`src/accessory_id_pkg.sv`:
```
// Constants, types and helper functions shared by the accessory ID block.
package accessory_id_pkg;

   // ***************************************************************
   // Register addresses
   // ***************************************************************
   localparam logic [7:0] ADDR_EN_WRITE = 8'h1d; // Enable, direct write.
   localparam logic [7:0] ADDR_EN_CLEAR = 8'h1f; // Enable, bit clear.
   localparam logic [7:0] ADDR_STATUS   = 8'h20; // Live status.
   localparam logic [7:0] ADDR_LATCH    = 8'h21; // Latch, clear on read.
   localparam logic [7:0] ADDR_VND_WRITE = 8'h36; // Vendor, direct write.
   localparam logic [7:0] ADDR_VND_CLEAR = 8'h38; // Vendor, bit clear.
   localparam logic [7:0] ADDR_IMM_MASK = 8'h3f; // Immediate address field.

   // ***************************************************************
   // Field positions
   // ***************************************************************
   localparam int EN_RISE   = 0; // Open ID rise enable.
   localparam int EN_FALL   = 1; // Open ID fall enable.
   localparam int EN_RID    = 5; // Resistor done enable.
   localparam int V_DONE    = 3; // Vendor copy of the done flag.
   localparam int V_GO      = 4; // Measurement start.
   localparam int V_RID_EN  = 6; // Vendor resistor done enable.

   // ***************************************************************
   // Masks and reset values
   // ***************************************************************
   localparam logic [7:0] EN_MASK    = 8'h23; // Implemented enable bits.
   localparam logic [7:0] VND_MASK   = 8'h57; // Storable vendor bits.
   localparam logic [7:0] BYTE_RESET = 8'h00; // Register reset value.
   localparam logic [2:0] CODE_RESET = 3'h0;  // Resistor code reset.
   localparam logic [7:0] CODE_MASK  = 8'h07; // Resistor code field.

   // ***************************************************************
   // Timing
   // ***************************************************************
   localparam int MEASURE_TIME_US = 282; // Duration of a measurement.
   localparam int CLK_FREQ_MHZ    = 40;  // Rate of clk.
   localparam int MEASURE_CYCLES  = MEASURE_TIME_US * CLK_FREQ_MHZ;
   localparam int MEASURE_CNT_W   = 14;  // Width of the cycle counter.

   // Kind of access made through an aliased register triple.
   typedef enum logic [1:0] {
      ALIAS_WRITE,
      ALIAS_SET,
      ALIAS_CLEAR
   } alias_op_e;

   // Selects the access kind from the address and the triple's base.
   function automatic alias_op_e alias_of(input logic [7:0] addr,
                                          input logic [7:0] base);
      alias_op_e op;
      op = ALIAS_CLEAR;
      if (addr == base) begin
         op = ALIAS_WRITE;
      end else if (addr == base + 8'h01) begin
         op = ALIAS_SET;
      end
      return op;
   endfunction

   // Applies a write, set or clear access and keeps only stored bits.
   function automatic logic [7:0] apply_alias(input logic [7:0] cur,
                                              input logic [7:0] wd,
                                              input alias_op_e  op,
                                              input logic [7:0] mask);
      logic [7:0] r;
      r = cur;
      unique case (op)
         ALIAS_WRITE: r = wd;
         ALIAS_SET:   r = cur | wd;
         ALIAS_CLEAR: r = cur & ~wd;
         default:     r = cur;
      endcase
      return r & mask;
   endfunction

endpackage

```
`src/measure_if.sv`:
```
// Interface between the register logic and the resistor meter.
`timescale 1ns/1ps
interface measure_if;
   logic       go;   // One-cycle request to start a measurement.
   logic       done; // One-cycle pulse when a measurement ends.
   logic [2:0] code; // Resistance code, valid with done.

   modport ctrl   (output go, input done, input code);
   modport engine (input go, output done, output code);
endinterface
```
`src/accessory_id_interrupt_regs.sv`:
```
// Accessory ID interrupt enable, status and latch registers.
`timescale 1ns/1ps
module accessory_id_interrupt_regs #(
   parameter int MEASURE_CYCLES = accessory_id_pkg::MEASURE_CYCLES
) (
   // Clock, reset and enable.
   input  wire logic       clk,
   input  wire logic       rst,
   input  wire logic       ce,
   // ULPI register access from the link state machine.
   input  wire logic       reg_ext,
   input  wire logic [7:0] reg_addr,
   input  wire logic [7:0] reg_wdata,
   input  wire logic       reg_we,
   input  wire logic       reg_re,
   output logic      [7:0] reg_rdata,
   output logic            reg_rvalid,
   // RXCMD reporting.
   input  wire logic       rxcmd_sent,
   output logic            alt_int,
   // Analog side.
   input  wire logic       id_float_in,
   input  wire logic [2:0] sense_code
);

   // ***************************************************************
   // Address decode
   // ***************************************************************

   // Immediate accesses use six address bits, extended ones all eight.
   wire logic [7:0] eff_addr = reg_ext ? reg_addr
                             : (reg_addr & accessory_id_pkg::ADDR_IMM_MASK);

   // The enable register answers on its whole triple.
   wire logic en_hit = (eff_addr >= accessory_id_pkg::ADDR_EN_WRITE) &&
                       (eff_addr <= accessory_id_pkg::ADDR_EN_CLEAR);

   // The vendor measurement register sits in the vendor range.
   wire logic vnd_hit = (eff_addr >= accessory_id_pkg::ADDR_VND_WRITE) &&
                        (eff_addr <= accessory_id_pkg::ADDR_VND_CLEAR);

   // Status and latch are single read-only addresses.
   wire logic st_hit = (eff_addr == accessory_id_pkg::ADDR_STATUS);
   wire logic lt_hit = (eff_addr == accessory_id_pkg::ADDR_LATCH);

   // Access kinds for the two aliased triples.
   wire accessory_id_pkg::alias_op_e en_op =
      accessory_id_pkg::alias_of(eff_addr, accessory_id_pkg::ADDR_EN_WRITE);
   wire accessory_id_pkg::alias_op_e vnd_op =
      accessory_id_pkg::alias_of(eff_addr, accessory_id_pkg::ADDR_VND_WRITE);

   // Qualified strobes.
   wire logic en_write  = reg_we && en_hit;
   wire logic vnd_write = reg_we && vnd_hit;
   wire logic vnd_read  = reg_re && vnd_hit;
   wire logic lt_read   = reg_re && lt_hit;

   // ***************************************************************
   // Register state
   // ***************************************************************
   logic [7:0] irq_enable;    // Implemented enable bits only.
   logic [2:0] rid_code;      // Last resistance code.
   logic       measure_go;    // Start bit, cleared on completion.
   logic       vnd_rid_en;    // Vendor resistor done enable.
   logic       done_flag;     // Shared measurement done flag.
   logic       open_id_state; // Registered live ID floating state.
   logic       open_id_change_flag; // Latched enabled ID edge.
   logic       resistor_done_flag;  // Latched enabled done rise.
   logic       pending;       // Event waiting for the next RXCMD.

   measure_if meas ();        // Link to the measurement timer.

   // ***************************************************************
   // Enable register
   // ***************************************************************

   // Write, set and clear act through one function; stored bits are
   // limited to the implemented ones, so the rest read as zero.
   wire logic [7:0] next_irq_enable = en_write
      ? accessory_id_pkg::apply_alias(irq_enable, reg_wdata, en_op,
                                      accessory_id_pkg::EN_MASK)
      : irq_enable;

   wire logic open_id_rise_irq_en =
      irq_enable[accessory_id_pkg::EN_RISE];
   wire logic open_id_fall_irq_en =
      irq_enable[accessory_id_pkg::EN_FALL];

   // Either enable arms the resistor done event.
   wire logic resistor_done_irq_en =
      irq_enable[accessory_id_pkg::EN_RID] | vnd_rid_en;

   // ***************************************************************
   // Vendor measurement register
   // ***************************************************************

   // Current vendor byte as software sees it; bit 5 stays zero.
   wire logic [7:0] vnd_byte = {1'b0, vnd_rid_en, 1'b0, measure_go,
                                done_flag, rid_code};

   // Value after a write, set or clear; the done bit is not storable.
   wire logic [7:0] vnd_access =
      accessory_id_pkg::apply_alias(vnd_byte, reg_wdata, vnd_op,
                                    accessory_id_pkg::VND_MASK);

   // A start bit going from zero to one launches a measurement.
   wire logic start_req = vnd_write && !measure_go &&
                          vnd_access[accessory_id_pkg::V_GO];

   // Completion clears the start bit even when a write to other bits
   // of the register lands in the same cycle, so it never sticks.
   wire logic next_measure_go =
      (vnd_write ? vnd_access[accessory_id_pkg::V_GO] : measure_go)
      & ~meas.done;

   wire logic next_vnd_rid_en =
      vnd_write ? vnd_access[accessory_id_pkg::V_RID_EN] : vnd_rid_en;

   // A fresh result replaces any code written by software.
   wire logic [2:0] next_rid_code =
      meas.done ? meas.code
      : (vnd_write ? vnd_access[2:0] : rid_code);

   // ***************************************************************
   // Done flag
   // ***************************************************************

   // Only a read of the vendor register clears the flag; a status
   // read does not. A completion in the same cycle wins.
   wire logic next_done_flag =
      meas.done | (done_flag & ~vnd_read);

   // The flag's rising edge is the resistor event.
   wire logic done_rise = meas.done & ~done_flag;

   // ***************************************************************
   // Event detection
   // ***************************************************************

   // Edges of the ID floating state, taken against its last sample.
   wire logic id_goes_open   = id_float_in & ~open_id_state;
   wire logic id_leaves_open = ~id_float_in & open_id_state;

   // ID edge qualified by the matching enable.
   wire logic open_id_event =
      (id_goes_open & open_id_rise_irq_en) |
      (id_leaves_open & open_id_fall_irq_en);

   // Done rise qualified by the combined enable.
   wire logic resistor_event = done_rise & resistor_done_irq_en;

   // ***************************************************************
   // Latch and pending indication
   // ***************************************************************

   // A read clears the latch, but an event in that cycle survives.
   wire logic next_open_id_change_flag =
      open_id_event | (open_id_change_flag & ~lt_read);
   wire logic next_resistor_done_flag =
      resistor_event | (resistor_done_flag & ~lt_read);

   // The event is held until an RXCMD carries it; set wins.
   wire logic next_pending = open_id_event | resistor_event |
                             (pending & ~rxcmd_sent);

   // ***************************************************************
   // Read data
   // ***************************************************************

   // Status: live ID state, code and done; unused bits are zero. The
   // ID state is only meaningful with the pull-up switched on.
   wire logic [7:0] status_byte = {1'b0, done_flag, rid_code, 2'b00,
                                   open_id_state};

   // Latch: two implemented flags, everything else zero.
   wire logic [7:0] latch_byte = {4'h0, resistor_done_flag, 2'b00,
                                  open_id_change_flag};

   // Read multiplexer; unmapped addresses return zero.
   wire logic [7:0] next_rdata =
      en_hit  ? irq_enable :
      st_hit  ? status_byte :
      lt_hit  ? latch_byte :
      vnd_hit ? vnd_byte :
      accessory_id_pkg::BYTE_RESET;

   // ***************************************************************
   // Measurement timer
   // ***************************************************************
   id_resistor_meter #(
      .MEASURE_CYCLES (MEASURE_CYCLES)
   ) u_meter (
      .clk        (clk),
      .rst        (rst),
      .ce         (ce),
      .meas       (meas.engine),
      .sense_code (sense_code)
   );

   // Start request registered into a one-cycle pulse.
   logic go_pulse;
   assign meas.go = go_pulse;

   // ***************************************************************
   // Registers
   // ***************************************************************

   // Software-visible control; everything resets to zero.
   always_ff @(posedge clk) begin
      if (rst) begin
         irq_enable <= accessory_id_pkg::BYTE_RESET;
         rid_code   <= accessory_id_pkg::CODE_RESET;
         measure_go <= 1'b0;
         vnd_rid_en <= 1'b0;
         go_pulse   <= 1'b0;
      end else if (ce) begin
         irq_enable <= next_irq_enable;
         rid_code   <= next_rid_code;
         measure_go <= next_measure_go;
         vnd_rid_en <= next_vnd_rid_en;
         go_pulse   <= start_req;
      end
   end

   // Hardware-set flags and the ID state sample.
   always_ff @(posedge clk) begin
      if (rst) begin
         done_flag           <= 1'b0;
         open_id_state       <= 1'b0;
         open_id_change_flag <= 1'b0;
         resistor_done_flag  <= 1'b0;
         pending             <= 1'b0;
      end else if (ce) begin
         done_flag           <= next_done_flag;
         open_id_state       <= id_float_in;
         open_id_change_flag <= next_open_id_change_flag;
         resistor_done_flag  <= next_resistor_done_flag;
         pending             <= next_pending;
      end
   end

   // Read answer one cycle after the request, and the RXCMD flag.
   always_ff @(posedge clk) begin
      if (rst) begin
         reg_rdata  <= accessory_id_pkg::BYTE_RESET;
         reg_rvalid <= 1'b0;
         alt_int    <= 1'b0;
      end else if (ce) begin
         reg_rvalid <= reg_re;
         alt_int    <= next_pending;
         if (reg_re) begin
            reg_rdata <= next_rdata;
         end
      end
   end

endmodule

```
`src/id_resistor_meter.sv`:
```
// Timer that runs one ID resistor measurement and returns its code.
`timescale 1ns/1ps
module id_resistor_meter #(
   parameter int MEASURE_CYCLES = accessory_id_pkg::MEASURE_CYCLES
) (
   // Clock, reset and enable.
   input  wire logic       clk,
   input  wire logic       rst,
   input  wire logic       ce,
   // Link to the register logic.
   measure_if.engine       meas,
   // Result of the analog comparator chain.
   input  wire logic [2:0] sense_code
);

   // ***************************************************************
   // State and counter
   // ***************************************************************
   typedef enum logic {IDLE, RUN} meter_state_e;

   localparam int W = accessory_id_pkg::MEASURE_CNT_W;
   localparam logic [W-1:0] LAST = W'(MEASURE_CYCLES - 1);
   localparam logic [W-1:0] ZERO = W'(0);
   localparam logic [W-1:0] ONE  = W'(1);

   meter_state_e   state;      // Idle or measuring.
   logic [W-1:0]   count;      // Cycles spent in the measurement.
   logic           done_q;     // Done pulse register.
   logic [2:0]     code_q;     // Captured result.

   // The last cycle of the measurement window.
   wire logic at_end = (state == RUN) && (count == LAST);

   assign meas.done = done_q;
   assign meas.code = code_q;

   // Counts the window; a start request while running is ignored.
   always_ff @(posedge clk) begin
      if (rst) begin
         state  <= IDLE;
         count  <= ZERO;
         done_q <= 1'b0;
         code_q <= accessory_id_pkg::CODE_RESET;
      end else if (ce) begin
         done_q <= at_end;
         unique case (state)
            IDLE: begin
               count <= ZERO;
               if (meas.go) begin
                  state <= RUN;
               end
            end
            RUN: begin
               count <= count + ONE;
               if (at_end) begin
                  // The result is sampled at the end of the window.
                  code_q <= sense_code;
                  state  <= IDLE;
               end
            end
         endcase
      end
   end

endmodule

```
`config.mk`:
```
export PLATFORM = sky130hd
export DESIGN_NAME = accessory_id_interrupt_regs
export DESIGN_NICKNAME = d
export VERILOG_FILES = /design/src/accessory_id_pkg.sv /design/src/measure_if.sv /design/src/accessory_id_interrupt_regs.sv /design/src/id_resistor_meter.sv
export SDC_FILE = /design/constraint.sdc
export NUM_CORES = 1
export LEC_CHECK = 0
export BUFFER_PORTS_ARGS = -buffer_cell sky130_fd_sc_hd__buf_2
export CAP_MARGIN = 20
export CORE_UTILIZATION = 30
export DETAILED_ROUTE_END_ITERATION = 6
export GPL_ROUTABILITY_DRIVEN = 0
export GPL_TIMING_DRIVEN = 0
export PLACE_DENSITY = 0.58
export SLEW_MARGIN = 5
export SYNTH_ARGS = -nofsm -noshare
export SYNTH_HDL_FRONTEND = slang
export SYNTH_SLANG_ARGS = --single-unit
```
`constraint.sdc`:
```
create_clock -name clk -period 1.5 [get_ports clk]
set_input_delay 0.075 -clock clk [delete_from_list [all_inputs] [get_ports clk]]
set_output_delay 0.075 -clock clk [all_outputs]
set_load 0.05 [all_outputs]
```
==> flow_summary_export.csv <==
group,metric,value,unit
status,run_status,"finished clean",
worst_setup_path,setup.worst_path.start_class,"flip-flop",
worst_setup_path,critical_path_class,"reg -> reg",
finish,seq_area,823,µm²
finish,layout-drive-gt1-share,0.224,
timing,fin_skew,6.69,ps
drt,drc,0,
worst_setup_path,cp_slowest_cell,"dfxtp_2",
worst_setup_path,crit_path_end_kind,"flip-flop",
global_routing,grt_pass1_wl,8050,µm
drt,finalWirelength,4940,µm
yosys,async_flop_share,0,
timing,period_needed,1380,ps
clock_network,clockRootBuffer,"clkbuf_8",
yosys,netlist_instances,232,
floorplan,rows,29,
drt,drtIter0Drc,152,
drt,drtPass1Iterations,4,
clock_network,cts_buffer_depth,2,
drt,vias_per_cell,5.41,
yosys,synth_edf_count,0,
timing,relSlewSlack,0.630,
yosys,synthDistinctLibCells,49,
floorplan,io_pins,37,
drt,ant_nets,0,
timing,drv_slew,0,
pwr,power_density,847,mW/mm²
placement,portBuffers,31,
global_routing,grt_max_degree,14,
worst_setup_path,worstPathRequired,1730,ps
yosys,seq_area_frac_synth,0.412,
pwr,p_total,0.00201,W
worst_setup_path,path_max_fanout,4,
finish,multi_input_area,0.00114,mm²
global_routing,antenna_found_initial,0,
worst_setup_path,crit_chain,"ha_1, and4_4, nand2_1, or3_1, a21oi_1",
clock_network,cts_num_sinks,41,
finish,syn2layout_area_growth,19.4,%
pwr,power.leakage,0.879,nW
finish,nFillCells,676,
yosys,yosys_warnings,0,
clock_network,numCtsBuffers,5,
drt,routedWlPerCell,14.2,µm
floorplan,fp.dieH,83.5,µm
floorplan,start_util,0.312,
global_routing,first_global_vias,1641,
clock_network,htree_levels,2,
finish,nets,299,
worst_setup_path,critPathMaxStageDelay,350,ps
timing,finalSetupViolCount,0,
yosys,synth_nets,260,
yosys,ys_ff_latch,41,
drt,via_count,1888,
floorplan,dieArea,0.00697,mm²
global_routing,grt_remaining_overflow,0,
clock_network,clk_pin_slew,80,ps
clock_network,cts_tree,"built",
yosys,synth_area,0.00199,mm²
timing,tightestPinTransition,550,ps
floorplan,die_w,83.5,µm
finish,final_core_util,0.372,
yosys,avgSynthCellArea,8.58,µm²
pwr,ir_worst_vdd,0.313,mV
timing,max_freq,725,MHz
timing,hold_viol_final,0,
flow_run,maxCapViolCount,0,
global_routing,track_usage,0.147,
finish,diodes,0,
yosys,ys.flop_type,"dfxtp_1",
clock_network,clkLatencyLatePin,300,ps
timing,grt_setup_unrepaired,"no",
timing,period_share,0.919,
worst_setup_path,cp.arrival,1610,ps
floorplan,core_area,0.00639,mm²
placement,dpl.hpwl,3650,µm
hold_path,hold_path.class,"in -> reg",
-- routing by layer --
metal  GRT usage  up-vias  part of all wire
met3      0.0356        6             0.059
li1            -      929                 -
met4      0.0462        0             0.014
met1       0.211      899              0.49
met2       0.215       54              0.44
met5           0        -                 0
-- where the power goes --
part	switching [W]	leakage, nW	internal [W]	total, W
Combinational	0.000134	0.503	0.0000635	0.000197
Sequential	0.00000641	0.332	0.00110	0.00110
Clock	0.000393	0.0439	0.000321	0.000714
-- per-stage QoR --
| stage | area [µm²] | hold slack, ps | setup TNS, ps | setup WS [ps] | cells |
|---|---|---|---|---|---|
| 2_1_floorplan | 1990 | 189 | 0 | 141 | 232 |
| 3_3_place_gp | 2240 | 308 | -4410 | -304 | 340 |
| 3_5_place_dp | 2240 | 318 | -3980 | -280 | 340 |
| 4_1_cts | 2340 | 4.83 | 0 | 11.8 | 349 |
| 5_1_grt | 2380 | 12.9 | 0 | 13.3 | 349 |
| 6_report | 2380 | 6.60 | 0 | 121 | 349 |
-- worst max-delay path, delay by kind of cell, from the launching register on --
kind | cells | cell delay, ps
AOI/OAI and AO/OA | 1 | 150
adders and majority gates | 1 | 170
DFF | 1 | 350
and+or+nand+nor | 3 | 640
-- Yosys cell counts, types with 3 or more instances --
cell type | number | area (µm²)
o2111ai_1 | 4 | 35.0
nand2_1 | 24 | 90.1
mux2i_1 | 5 | 50.1
nor2b_1 | 3 | 18.8
nor2_1 | 23 | 86.3
clkbuf_1 | 6 | 22.5
dfxtp_1 | 41 | 821
a221o_1 | 3 | 30.0
nand3_1 | 3 | 15.0
o21a_1 | 3 | 22.5
xor2_1 | 6 | 52.6
nor3_2 | 3 | 30.0
nor3_1 | 14 | 70.1
nand2b_1 | 6 | 37.5
a32o_1 | 8 | 80.1
nand4_1 | 5 | 31.3
or3_1 | 4 | 25.0
a21oi_1 | 19 | 95.1
o21ai_0 | 6 | 30.0
xnor2_1 | 5 | 43.8
inv_1 | 5 | 18.8
-- cell families after synthesis --
family | synth area share
other | 0.00188
XOR/XNOR | 0.0484
buffers and inverters | 0.0314
adder cells (fa/ha/maj) | 0.00628
flip-flops | 0.412
multiplexers | 0.0251
AND/OR/NAND/NOR | 0.270
AO/OA/AOI/OAI | 0.204
-- sequential cells by signal (all words and copies together), names as in the netlist, 3 cells and up --
name / flops
reg_rdata: 7
rid_code: 3
u_meter.meas.code: 3
irq_enable: 3
u_meter.count: 14
-- layout make-up --
type                    count  share of cell area
plain buffers               9              0.0174
inverters                   5             0.00790
repair buffers             33              0.0727
clock inverters             3             0.00737
well taps                  77              0.0405
multi-input cells         176               0.479
flip-flops and latches     41               0.346
clock buffers               5              0.0290
-- cell usage in the layout (no fill, tap or decap), types with 3 or more instances in the layout --
cell       instances
a21oi_1           19
a221o_1            3
a32o_1             8
buf_2             32
clkbuf_1           4
clkbuf_8           5
dfxtp_1           39
inv_1              5
mux2i_1            5
nand2_1           24
nand2b_1           6
nand4_1            5
nor2_1            23
nor2b_1            3
nor3_1            11
nor3_2             6
o2111ai_1          4
o21a_1             3
o21ai_0            5
or3_1              4
xnor2_1            5
xor2_1             6
-- timing repair --
action                                  CTS  global route
gates cloned                              0             0
buffers inserted                          1             0
hold buffers                              0             1
pin swaps                                 1             0
endpoints found under the setup margin   14            12
resized for setup                         2            11
endpoints found under the hold margin     0             1
-- worst paths after layout --
path	from	end	slack, ps	depth (start not counted)
hold reg to reg	reg_rdata[3]	reg_rdata[3]	460	2
setup / recovery	u_meter.count[0]	u_meter.count[10]	120	5
hold / removal	sense_code[1]	u_meter.meas.code[1]	7	3
setup reg to reg	u_meter.count[0]	u_meter.count[10]	120	5
(Power assumes the default switching activity.)
